--- src/shared/tasm_pkg.sv ---
// constants and types for the alert and overtemperature flag logic
package tasm_pkg;
  // register addresses
  localparam logic [7:0] CONFIG_ONE_ADDR      = 8'h41;
  localparam logic [7:0] ALERT_MASK_ADDR      = 8'h42;
  localparam logic [7:0] OVERTEMP_MASK_ADDR   = 8'h43;
  localparam logic [7:0] ALERT_STATUS_ADDR    = 8'h44;
  localparam logic [7:0] OVERTEMP_STATUS_ADDR = 8'h45;
  localparam logic [7:0] FAULT_STATUS_ADDR    = 8'h46;
  // values after reset
  localparam logic [7:0] REG_RESET            = 8'h00;
  // field positions
  localparam int         CANCEL_BIT           = 3;
  localparam int         LOCAL_ALERT_BIT      = 6;
  localparam logic [7:0] OVERTEMP_USED_BITS   = 8'h39;
  localparam logic [7:0] ALERT_USED_BITS      = 8'h7f;
  localparam logic [7:0] FAULT_USED_BITS      = 8'h7e;
  // channels: 0 local, 1..6 remote
  localparam int         NUM_CHAN             = 7;
  // timing
  localparam int         CLK_HZ               = 20000000;
  localparam int         CANCEL_EXTRA_MS      = 125;
  localparam int         CANCEL_EXTRA_CYCLES  = CLK_HZ / 1000 * CANCEL_EXTRA_MS;
  localparam int         CONV_CYCLES          = 2000;
  // hysteresis in degrees, one count per degree
  localparam logic [7:0] HYST_DEG             = 8'h04;

  typedef enum logic [2:0]
  {
    TASM_IDLE = 3'b001,
    TASM_CONV = 3'b010,
    TASM_DONE = 3'b100
  } tasm_state_t;
endpackage

--- src/rtl/tasm_compare.sv ---
// limit comparison with hysteresis for one channel
`timescale 1ns/10ps
module tasm_compare
  import tasm_pkg::*;
(
  input  wire logic [7:0] temp_i,
  input  wire logic [7:0] limit_i,
  input  wire logic       active_i,
  output logic            hot_o
);
  logic [8:0] low_mark;

  always_comb
  begin
    low_mark = {1'b0, limit_i} - {1'b0, HYST_DEG};
    // above limit trips; stays active until below limit minus hysteresis
    if (temp_i > limit_i)
      hot_o = 1'b1;
    else if (active_i && (low_mark[8] || ({1'b0, temp_i} >= low_mark)))
      hot_o = 1'b1;
    else
      hot_o = 1'b0;
  end
endmodule

--- src/rtl/tasm_top.sv ---
// alert, overtemperature and diode-fault status with conversion sequencer
`timescale 1ns/10ps
module tasm_top
  import tasm_pkg::*;
#(
  parameter int CANCEL_CYCLES = CANCEL_EXTRA_CYCLES,
  parameter int CONV_LEN      = CONV_CYCLES
)
(
  input  wire logic        REF_CLK_I,
  input  wire logic        NRST_I,
  input  wire logic [7:0]  REG_ADDR_I,
  input  wire logic [7:0]  REG_WDATA_I,
  input  wire logic        REG_WR_I,
  input  wire logic        REG_RD_I,
  output logic      [7:0]  REG_RDATA_O,
  input  wire logic [55:0] CHAN_TEMP_I,
  input  wire logic [55:0] ALERT_LIMIT_I,
  input  wire logic [55:0] OVERTEMP_LIMIT_I,
  input  wire logic [6:0]  DIODE_ANODE_OPEN_I,
  input  wire logic [6:0]  DIODE_CATHODE_OPEN_I,
  input  wire logic [6:0]  DIODE_ANODE_AT_SUPPLY_I,
  output logic      [2:0]  CONV_CHAN_O,
  output logic             CONV_BUSY_O,
  output logic             ALERT_O,
  output logic             OVERTEMP_OUTPUT_O
);
  // ==========================================================
  // pin synchronisers
  logic [6:0] an_s1, an_s2, ca_s1, ca_s2, vs_s1, vs_s2;
  always_ff @(posedge REF_CLK_I or negedge NRST_I)
  begin
    if (!NRST_I)
    begin
      an_s1 <= '0;
      an_s2 <= '0;
      ca_s1 <= '0;
      ca_s2 <= '0;
      vs_s1 <= '0;
      vs_s2 <= '0;
    end
    else
    begin
      an_s1 <= DIODE_ANODE_OPEN_I;
      an_s2 <= an_s1;
      ca_s1 <= DIODE_CATHODE_OPEN_I;
      ca_s2 <= ca_s1;
      vs_s1 <= DIODE_ANODE_AT_SUPPLY_I;
      vs_s2 <= vs_s1;
    end
  end

  // ==========================================================
  // registers and sequencer state
  logic [7:0]  config_one, alert_mask, overtemp_mask;
  logic [7:0]  alert_status, overtemp_status, fault_status;
  logic [6:0]  alert_act, over_act;
  logic        overtemp_out;
  logic [7:0]  rdata;
  tasm_state_t state;
  logic [2:0]  chan;
  logic [31:0] cnt;
  logic [7:0]  next_config_one, next_alert_mask, next_overtemp_mask;
  logic [7:0]  next_alert_status, next_overtemp_status, next_fault_status;
  logic [6:0]  next_alert_act, next_over_act;
  logic        next_overtemp_out;
  logic [7:0]  next_rdata;
  tasm_state_t next_state;
  logic [2:0]  next_chan;
  logic [31:0] next_cnt;

  logic [6:0]  fault_now, alert_hot, over_hot;

  function automatic logic [2:0] next_live(input logic [2:0] from, input logic [6:0] flt);
    logic [2:0] c;
    c = from;
    for (int k = 0; k < NUM_CHAN; k++)
    begin
      c = (c == 3'h6) ? 3'h0 : c + 3'h1;
      if (!flt[c])
        return c;
    end
    return 3'h0;
  endfunction

  assign fault_now = ((an_s2 & ca_s2) | vs_s2) & FAULT_USED_BITS[6:0];

  // ==========================================================
  // comparators
  genvar g;
  generate
    for (g = 0; g < NUM_CHAN; g++)
    begin : gen_cmp
      tasm_compare u_alert
      (
        .temp_i   (CHAN_TEMP_I[g*8 +: 8]),
        .limit_i  (ALERT_LIMIT_I[g*8 +: 8]),
        .active_i (alert_act[g]),
        .hot_o    (alert_hot[g])
      );
      tasm_compare u_over
      (
        .temp_i   (CHAN_TEMP_I[g*8 +: 8]),
        .limit_i  (OVERTEMP_LIMIT_I[g*8 +: 8]),
        .active_i (over_act[g]),
        .hot_o    (over_hot[g])
      );
    end
  endgenerate

  // ==========================================================
  // next-state logic
  always_comb
  begin
    next_config_one      = config_one;
    next_alert_mask      = alert_mask;
    next_overtemp_mask   = overtemp_mask;
    next_alert_status    = alert_status;
    next_overtemp_status = overtemp_status;
    next_fault_status    = {1'b0, fault_now};
    next_alert_act       = alert_act;
    next_over_act        = over_act;
    next_overtemp_out    = overtemp_out;
    next_state           = state;
    next_chan            = chan;
    next_cnt             = cnt;
    next_rdata           = rdata;

    if (REG_WR_I)
    begin
      case (REG_ADDR_I)
        CONFIG_ONE_ADDR:    next_config_one    = REG_WDATA_I;
        ALERT_MASK_ADDR:    next_alert_mask    = REG_WDATA_I & ALERT_USED_BITS;
        OVERTEMP_MASK_ADDR: next_overtemp_mask = REG_WDATA_I & OVERTEMP_USED_BITS;
        default:            next_config_one    = config_one;
      endcase
    end

    if (REG_RD_I)
    begin
      case (REG_ADDR_I)
        CONFIG_ONE_ADDR:      next_rdata = config_one;
        ALERT_MASK_ADDR:      next_rdata = alert_mask;
        OVERTEMP_MASK_ADDR:   next_rdata = overtemp_mask;
        ALERT_STATUS_ADDR:    next_rdata = alert_status;
        OVERTEMP_STATUS_ADDR: next_rdata = overtemp_status;
        FAULT_STATUS_ADDR:    next_rdata = fault_status;
        default:              next_rdata = REG_RESET;
      endcase
      // read clears flags and with them ALERT_O, not the overtemp output
      if (REG_ADDR_I == ALERT_STATUS_ADDR)
        next_alert_status = REG_RESET;
      if (REG_ADDR_I == OVERTEMP_STATUS_ADDR)
        next_overtemp_status = REG_RESET;
    end

    case (state)
      TASM_IDLE:
      begin
        next_chan  = next_live(3'h6, fault_now);
        next_cnt   = '0;
        // local channel never faults, so a live channel always exists
        next_state = TASM_CONV;
      end
      TASM_CONV:
      begin
        next_cnt = cnt + 32'h1;
        if ((chan == 3'h1 && config_one[CANCEL_BIT]) ?
            (cnt >= 32'(CONV_LEN + CANCEL_CYCLES - 1)) :
            (cnt >= 32'(CONV_LEN - 1)))
          next_state = TASM_DONE;
      end
      TASM_DONE:
      begin
        // compare at end of this channel's conversion
        if (!fault_now[chan])
        begin
          next_alert_act[chan] = alert_hot[chan];
          next_over_act[chan]  = over_hot[chan];
          if (alert_hot[chan])
            next_alert_status[(chan == 3'h0) ? LOCAL_ALERT_BIT : chan - 3'h1] = 1'b1;
          if (over_hot[chan] && OVERTEMP_USED_BITS[chan - 3'h1] && chan != 3'h0)
            next_overtemp_status[chan - 3'h1] = 1'b1;
        end
        next_chan  = next_live(chan, fault_now);
        next_cnt   = '0;
        next_state = TASM_CONV;
      end
      default:
        next_state = TASM_IDLE;
    endcase

    // output follows active conditions, masked
    next_overtemp_out = |(over_act[6:1] & ~overtemp_mask[5:0]
                          & OVERTEMP_USED_BITS[5:0]);
  end

  // ==========================================================
  // state registers
  always_ff @(posedge REF_CLK_I or negedge NRST_I)
  begin
    if (!NRST_I)
    begin
      config_one      <= REG_RESET;
      alert_mask      <= REG_RESET;
      overtemp_mask   <= REG_RESET;
      alert_status    <= REG_RESET;
      overtemp_status <= REG_RESET;
      fault_status    <= REG_RESET;
      alert_act       <= '0;
      over_act        <= '0;
      overtemp_out    <= 1'b0;
      rdata           <= REG_RESET;
      state           <= TASM_IDLE;
      chan            <= 3'h0;
      cnt             <= '0;
    end
    else
    begin
      config_one      <= next_config_one;
      alert_mask      <= next_alert_mask;
      overtemp_mask   <= next_overtemp_mask;
      alert_status    <= next_alert_status;
      overtemp_status <= next_overtemp_status;
      fault_status    <= next_fault_status;
      alert_act       <= next_alert_act;
      over_act        <= next_over_act;
      overtemp_out    <= next_overtemp_out;
      rdata           <= next_rdata;
      state           <= next_state;
      chan            <= next_chan;
      cnt             <= next_cnt;
    end
  end

  // alert status bit i maps to channel: bit 6 local, bit k remote k+1
  logic [6:0] alert_chan_flags;
  assign alert_chan_flags = {alert_status[5:0], alert_status[LOCAL_ALERT_BIT]};

  always_comb
  begin
    ALERT_O = |(alert_chan_flags & ~{alert_mask[5:0], alert_mask[LOCAL_ALERT_BIT]});
  end

  assign REG_RDATA_O       = rdata;
  assign OVERTEMP_OUTPUT_O = overtemp_out;
  assign CONV_CHAN_O       = chan;
  assign CONV_BUSY_O       = (state == TASM_CONV);
endmodule

--- config.mk ---
export PLATFORM = sky130hd
export DESIGN_NAME = tasm_top
export DESIGN_NICKNAME = d
export VERILOG_FILES = /design/src/shared/tasm_pkg.sv /design/src/rtl/tasm_compare.sv /design/src/rtl/tasm_top.sv
export SDC_FILE = /design/constraint.sdc
export NUM_CORES = 1
export LEC_CHECK = 0
export BUFFER_PORTS_ARGS = -buffer_cell sky130_fd_sc_hd__buf_2
export CAP_MARGIN = 40
export CORE_MARGIN = 2
export CORE_UTILIZATION = 63
export CTS_CLUSTER_SIZE = 28
export DETAILED_ROUTE_END_ITERATION = 10
export GPL_TIMING_DRIVEN = 0
export PLACE_DENSITY_LB_ADDON = 0.1
export SYNTH_ARGS = -nofsm -noshare
export SYNTH_HDL_FRONTEND = slang
export SYNTH_SLANG_ARGS = --single-unit
--- constraint.sdc ---
create_clock -name REF_CLK_I -period 6.7 [get_ports REF_CLK_I]
set_input_delay 0.335 -clock REF_CLK_I [delete_from_list [all_inputs] [get_ports REF_CLK_I]]
set_output_delay 0.335 -clock REF_CLK_I [all_outputs]
set_load 0.02 [all_outputs]
# == Word level (Yosys, flattened, before mapping) ==
# Memory sizes are Yosys's and may differ from the RTL's.
# Cells that the tools add are included.
# op_classes
n_addsub,24
mul,0
div_mod_pow,0
order_cmp,43
eq_ne,18
shifts,0
muxes,194
n_bitwise,9
n_reduce_logical,45
# op_table
op,count
2-to-1 mux 3 bit,46
greater-or-equal comparator 8 x 9 -> 1 bit,14
subtractor 8 x 3 -> 9 bit (second input constant),14
2-to-1 mux 1 bit,118
> comparator 8 bit,14
2-to-1 mux 8 bit,10
one-hot mux 32 bit (2 select lines),1
== test 8 x 7 -> 1 bit (second input constant),6
one-hot mux 8 bit (6 select lines),1
less-than comparator 3 x 4 -> 1 bit (second input constant),9
adder 32 x 1 -> 32 bit (second input constant),1
greater-or-equal comparator 32 x 1 -> 1 bit (second input constant),1
greater-or-equal comparator 32 x 11 -> 1 bit (second input constant),1
greater-or-equal comparator 32 x 22 -> 1 bit (second input constant),1
less-than comparator 32 x 4 -> 1 bit (second input constant),1
2-to-1 mux 32 bit,1
binary-select mux 1 bit (select 3 bit),10
== test 3 bit (second input constant),8
adder 3 x 1 -> 3 bit (second input constant),7
logical AND 1 bit,20
OR 8 bit,2
AND 7 bit,2
bitwise mux 7 bit,2
logical OR 1 bit,14
20 further kinds,29
# word_totals
regBits,144
latchBits,0
ram_bits,0
rom_bits,8
input_bits,209
wordCells,353
n_memories,1
# mem_list
memory,words,width,read_ports,rd_ports_with_merged_regs,write_ports,line_no,text
(name not given),8,1,1,0,0,tasm_top.sv:182,if (over_hot[chan] && OVERTEMP_USED_BITS[chan - 3'h1] && chan != 3'h0)

# == Logic depth before layout (Yosys ltp) ==
# depth
ltp_word,36
depth_mapped,16
ltp_nobuf,13

# == Modules after synthesis ==
# Synthesis repeated with hierarchy kept, for this count alone.
# unflattened
cells_unflattened,1555
hier_area_um2,13556.8
# modules_own_cells
module,instances,cells_per_inst,area_per_inst_um2,seq_area_each_um2
tasm_top,1,776,7659.8,3454.6
tasm_compare at gen_cmp[2].u_over ...,9,56,421.7,0.0
tasm_compare at gen_cmp[0].u_alert ...,5,55,420.4,0.0

# == Worst setup path after synthesis ==
# Ideal clock, no wire load.
# synth_path
path_type,reg-to-reg
startpoint,"register chan[0], in the netlist CONV_CHAN_O[0]"
endpoint,"register chan[1], in the netlist CONV_CHAN_O[1]"
arrival_ns,3.290
required_ns,6.590
slack_ns,3.300
path_stages_with_launch,14
path_buffers,3
synth_period_minus_slack_ns,3.400
cell_sequence,dfrtp_1 buf_4 inv_1 buf_2 ha_1 buf_6 or4b_1 a21oi_2 a311oi_4 mux2i_1 o211a_1 o2111a_1 o31a_1 o41ai_1
# synth_between
elab_chain_cells,30
# synth_lines
item,line_no,text
start: declaration,tasm_top.sv:61,logic [2:0] chan;
start signal: assignment,tasm_top.sv:231,chan <= next_chan;
adder 3 x 1 -> 3 bit or == test 3 bit (tied branches),tasm_top.sv:79,c = (c == 3'h6) ? 3'h0 : c + 3'h1;
2-to-1 mux 3 bit *,tasm_top.sv:79,
adder 3 x 1 -> 3 bit or == test 3 bit (tied branches),tasm_top.sv:79,
2-to-1 mux 3 bit,tasm_top.sv:79,
adder 3 x 1 -> 3 bit or == test 3 bit (tied branches),tasm_top.sv:79,
2-to-1 mux 3 bit,tasm_top.sv:79,
adder 3 x 1 -> 3 bit or == test 3 bit (tied branches),tasm_top.sv:79,
2-to-1 mux 3 bit,tasm_top.sv:79,
[5 not listed],n/a,
2-to-1 mux 1 bit (implied by the code),tasm_top.sv:80,if (!flt[c])
2-to-1 mux 1 bit,tasm_top.sv:80,
2-to-1 mux 1 bit (5 in series),tasm_top.sv:77,for (int k = 0; k < NUM_CHAN; k++)
2-to-1 mux 1 bit,tasm_top.sv:157,case (state)
2-to-1 mux 1 bit (6 in series),tasm_top.sv:77,
2-to-1 mux 1 bit,tasm_top.sv:157,
2-to-1 mux 3 bit *,tasm_top.sv:83,return 3'h0;
one-hot mux 3 bit (2 select lines) *,tasm_top.sv:157,
# Every way passes the cells marked *; elsewhere a longest branch is shown, timed or not. The select of a mux whose other input is x is not followed.
# A chain may end at the register's enable or synchronous reset.

# == Worst setup path after layout ==
# layout_path
startpoint,"register chan[1], in the netlist CONV_CHAN_O[1]"
endpoint,"register chan[1], in the netlist CONV_CHAN_O[1]"
# Same word-level chain as after synthesis.

==> metrics.md <==
| Metric | Value |
|---|---|
| Status | finished clean |
| NetSw | approximately 0.66 mW |
| Post-synthesis mux area share | 0.0476 |
| Power Density | about 150 nW/um^2 |
| Switching fraction of total power | 0.283 |
| Syn_area_per_cell | 8.61 um^2 |
| Global route total overflow | 0 |
| DP Cell Count | between 2000 and 2500 |
| Synth Area in XOR/XNOR | 0.0557 |
| Logic gate share of total power | 0.233 |
| WP data required | ~7000 ps |
| Hold Path Depth | 1 |
| Tcrit/Tclk final | 0.603 |
| Initial Util | 0.639 |
| Clock sink total | ~140 |
| I/O pin cnt | ~220 |
| Mapped cell area | about 13000 um^2 |
| CP Class | reg -> reg |
| Fin crit period | between 4000 and 5000 ps |
| Critical path fanouts, max | 11 |
| Share of layout cells above drive strength 1 | 0.178 |
| GP Congestion | slightly above 1 |
| Core footprint | 20900 um^2 |
| Number of nets with antenna violations after routing | 0 |
| Fin Clk Skew | 7.54 ps |
| Chip height | around 150 um |
| Worst R2R End | CONV_CHAN_O[1] |
| Crit end category | register |
| Postcts setup bufs | 0 |
| Post-layout util | 0.738 |
| Adder-Cell Fraction of Synth Area | 0.203 |
| Final net count | 2215 |
| Sequential fraction of the synthesis area | 0.259 |
| Hold Vio Cnt, Final | 0 |
| Worst Setup Slack post-DPL | around 2800 ps |
| Post-synthesis simple-gate area fraction | 0.176 |
| Later-pin clock latency in the skew report | about 400 ps |
| Peak VDD IR | ~0.34 mV |
| Unrepaired setup endpoints after global routing | false |
| Seq pwr share | 0.378 |
| Worst reg-to-reg path cell count | 13 |
| IO buf count | 217 |
| Post-synth EDFFs | 0 |
| Chip width | about 150 um |
| Compound-Gate Fraction of Synth Area | 0.200 |
| H-tree Lvls | 4 |
| Final setup vio count | 0 |
| Leakage dissipation | just under 8 nW |
| Synth top area cells | dfrtp_1 (26%), ha_1 (20%), a21oi_1 (4.4%) |
| Worst slew margin | 0.457 |
| Diodes inserted | 0 |
| First-pass GRT wire length | around 57 mm |
| Gr usage total | 0.313 |
| Hold EP | ca_s1[4] |
| Clock Pin Slew Worst Setup and Hold Paths | around 60 ps |
| Die footprint | 22400 um^2 |
| DRC violations left | 0 |
| Final TNS setup | 0 ps |
| Clock Power Share | 0.389 |
| Syn-to-layout area delta | 15.5% |
| Via-to-Cell Ratio | 6.06 |
| Syn Nets | between 1500 and 2000 |
| Setup crit start kind | register |
| Largest family of logic cells by synthesized area | adder cells |
| Fin cells | about 2100 |
| Ys flop type | dfrtp_1 |
| WL final | roughly 35 mm |
| Tot Pwr | around 2.3 mW |
| Via count | approximately 13000 |
| Synth Instances | ~1600 |
| Pint | 1.67 mW |
| Max-slew violation count | 0 |
| Pin count of the biggest net entering global routing | 99 |
| Worst Tran Pin Value | between 800 and 900 ps |
| Max-cap violation count | 0 |
| Critical R2R Launch | CONV_CHAN_O[1] |
| Proportion of netlist area held by the largest area contributor | 0.257 |
| Max Freq | 248 MHz |
| WP data arrival | roughly 4300 ps |
| Async S/R FF share, synth | 1.00 |
| Iteration count of the initial detailed-routing pass | 6 |
| Clk root buf | clkbuf_16 |
| Floorplan row count | 53 |
| Setup ws final | ~2700 ps |
| Synth warnings | 0 |
| Yosys top cell by area | dfrtp_1 |
| Reg2reg setup slack | between 2000 and 3000 ps |
| Worst Hold Class | in -> reg |
| Wire per inst | roughly 17 um |
| HPWL Detailed | about 28 mm |
| CTS tree | built |
| Worst min-delay path startpoint | DIODE_CATHODE_OPEN_I[4] |
| TritonCTS buffer count | 17 |
| Clk buf depth | 2 |
| Vias in the first global route | about 12000 |
| Antenna violations before repair | 0 |
| Number of library cell types mapped by synthesis | 84 |
| DR iter-0 viols | roughly 900 |
| #FFs+latches synth | 138 |
[state kept, by name, indices dropped and copies added, names as in the netlist]
name	count
CONV_CHAN_O	3
OVERTEMP_OUTPUT_O	1
REG_RDATA_O	8
alert_act	7
alert_mask	7
alert_status	8
an_s1	6
an_s2	6
ca_s1	6
ca_s2	6
cnt	32
config_one	8
fault_status	6
over_act	7
overtemp_mask	4
overtemp_status	8
state	3
vs_s1	6
vs_s2	6
[synth_stat cells, types with 4 or more instances]
cell type	n
ha_1	216
inv_1	150
dfrtp_1	137
a21oi_1	117
nand2_1	91
nor2_1	87
o21ai_0	78
nand3_1	72
xnor2_1	61
nor3_1	40
mux2i_1	32
a21o_1	30
and3_1	30
nand2b_1	30
mux2_2	28
nor2b_1	23
o22ai_1	23
nand4_1	22
xor2_1	22
o21a_1	20
clkbuf_1	15
o21bai_1	14
buf_2	12
a211oi_1	11
o31ai_1	11
o211ai_1	10
a31oi_1	9
a32o_1	8
nand3b_1	8
o2111ai_1	8
or3_1	8
nor4_1	7
and2_1	6
buf_6	6
a221oi_1	5
nor3b_1	5
o211a_1	5
o221ai_1	5
o32ai_1	5
or2_2	5
or4_1	5
a211o_1	4
a22o_1	4
[layout make-up]
cell class / count / area (um^2)
Multi-Input combinational cell: 1223 / 9100
Clock inverter: 10 / 121
Clock buffer: 20 / 457
Fill cell: 1673 / 5480
Inverter: 152 / 571
Timing Repair Buffer: 221 / 1140
Buffer: 37 / 221
Sequential cell: 138 / 3450
Tap cell: 275 / 344
[stage by stage]
step / hold slack, ps / area, um^2
after floorplan: 39.4 / 13300
after global placement: 332 / 14800
after detailed placement: 271 / 14800
after CTS: 10.9 / 15400
after global routing: 6.35 / 15400
final: 23.1 / 15400
[per-layer routing]
| metal | up-vias | track usage | share of wire |
|---|---|---|---|
| li1 | 6117 | - | - |
| met1 | 5870 | 0.395 | 0.42 |
| met2 | 490 | 0.546 | 0.48 |
| met3 | 99 | 0.0466 | 0.066 |
| met4 | 0 | 0.115 | 0.031 |
| met5 | - | 0 | 0 |
[cells in the final DEF (no fill, tap or decap), types with 40 or more instances in the layout]
cell type    n
xnor2_1     61
nand3_1     72
inv_1      150
o21ai_0     78
ha_1       216
dfrtp_1    137
nand2_1     91
buf_2      229
a21oi_1    117
nor3_1      40
nor2_1      87
[power by group through the flow]
stage / logic (mW) / registers, mW / clock network, mW
5_1_grt: 0.619 / 0.884 / 0.956
6_report: 0.544 / 0.882 / 0.907
2_1_floorplan: 0.334 / 0.889 / 0
3_3_place_gp: 0.509 / 0.894 / 0
3_5_place_dp: 0.537 / 0.895 / 0
4_1_cts: 0.542 / 0.881 / 0.919
[critical path, stage by stage, from the launching register on]
cell	delay [ps]
dfrtp_1	540
buf_2	300
inv_1	220
ha_1	260
buf_4	170
nand2_1	210
o211ai_1	160
a311oi_4	480
mux2i_1	140
a211oi_1	590
o2111a_1	310
o31ai_1	100
a221oi_1	270
o41ai_1	150
[worst max-delay path by stage]
stage                        start             end  slack [ps]  depth (start not counted)
global placement    CONV_CHAN_O[1]  CONV_CHAN_O[1]        2760                         12
global route        CONV_CHAN_O[1]  CONV_CHAN_O[1]        2490                         13
finish              CONV_CHAN_O[1]  CONV_CHAN_O[1]        2660                         13
detailed placement  CONV_CHAN_O[1]  CONV_CHAN_O[1]        2810                         13
floorplan           CONV_CHAN_O[0]  CONV_CHAN_O[1]        3300                         13
CTS                 CONV_CHAN_O[0]  CONV_CHAN_O[1]        2780                         14
[kinds of logic (layout without fill, tap and decap cells)]
kind of cell             Yosys count  after routing
buffers and inverters            189            440
multiplexers                      60             60
XOR/XNOR                          84             84
AND/OR/NAND/NOR                  460            460
AO/OA/AOI/OAI                    403            403
flip-flops                       138            138
adder cells (fa/ha/maj)          216            216
[timing repair]
item	in CTS	in global routing
hold endpoints to repair	40	0
endpoints found under the setup margin	0	0
gates resized for setup	0	0
hold buffers	1	0
Power figures use the tool's default switching activity.
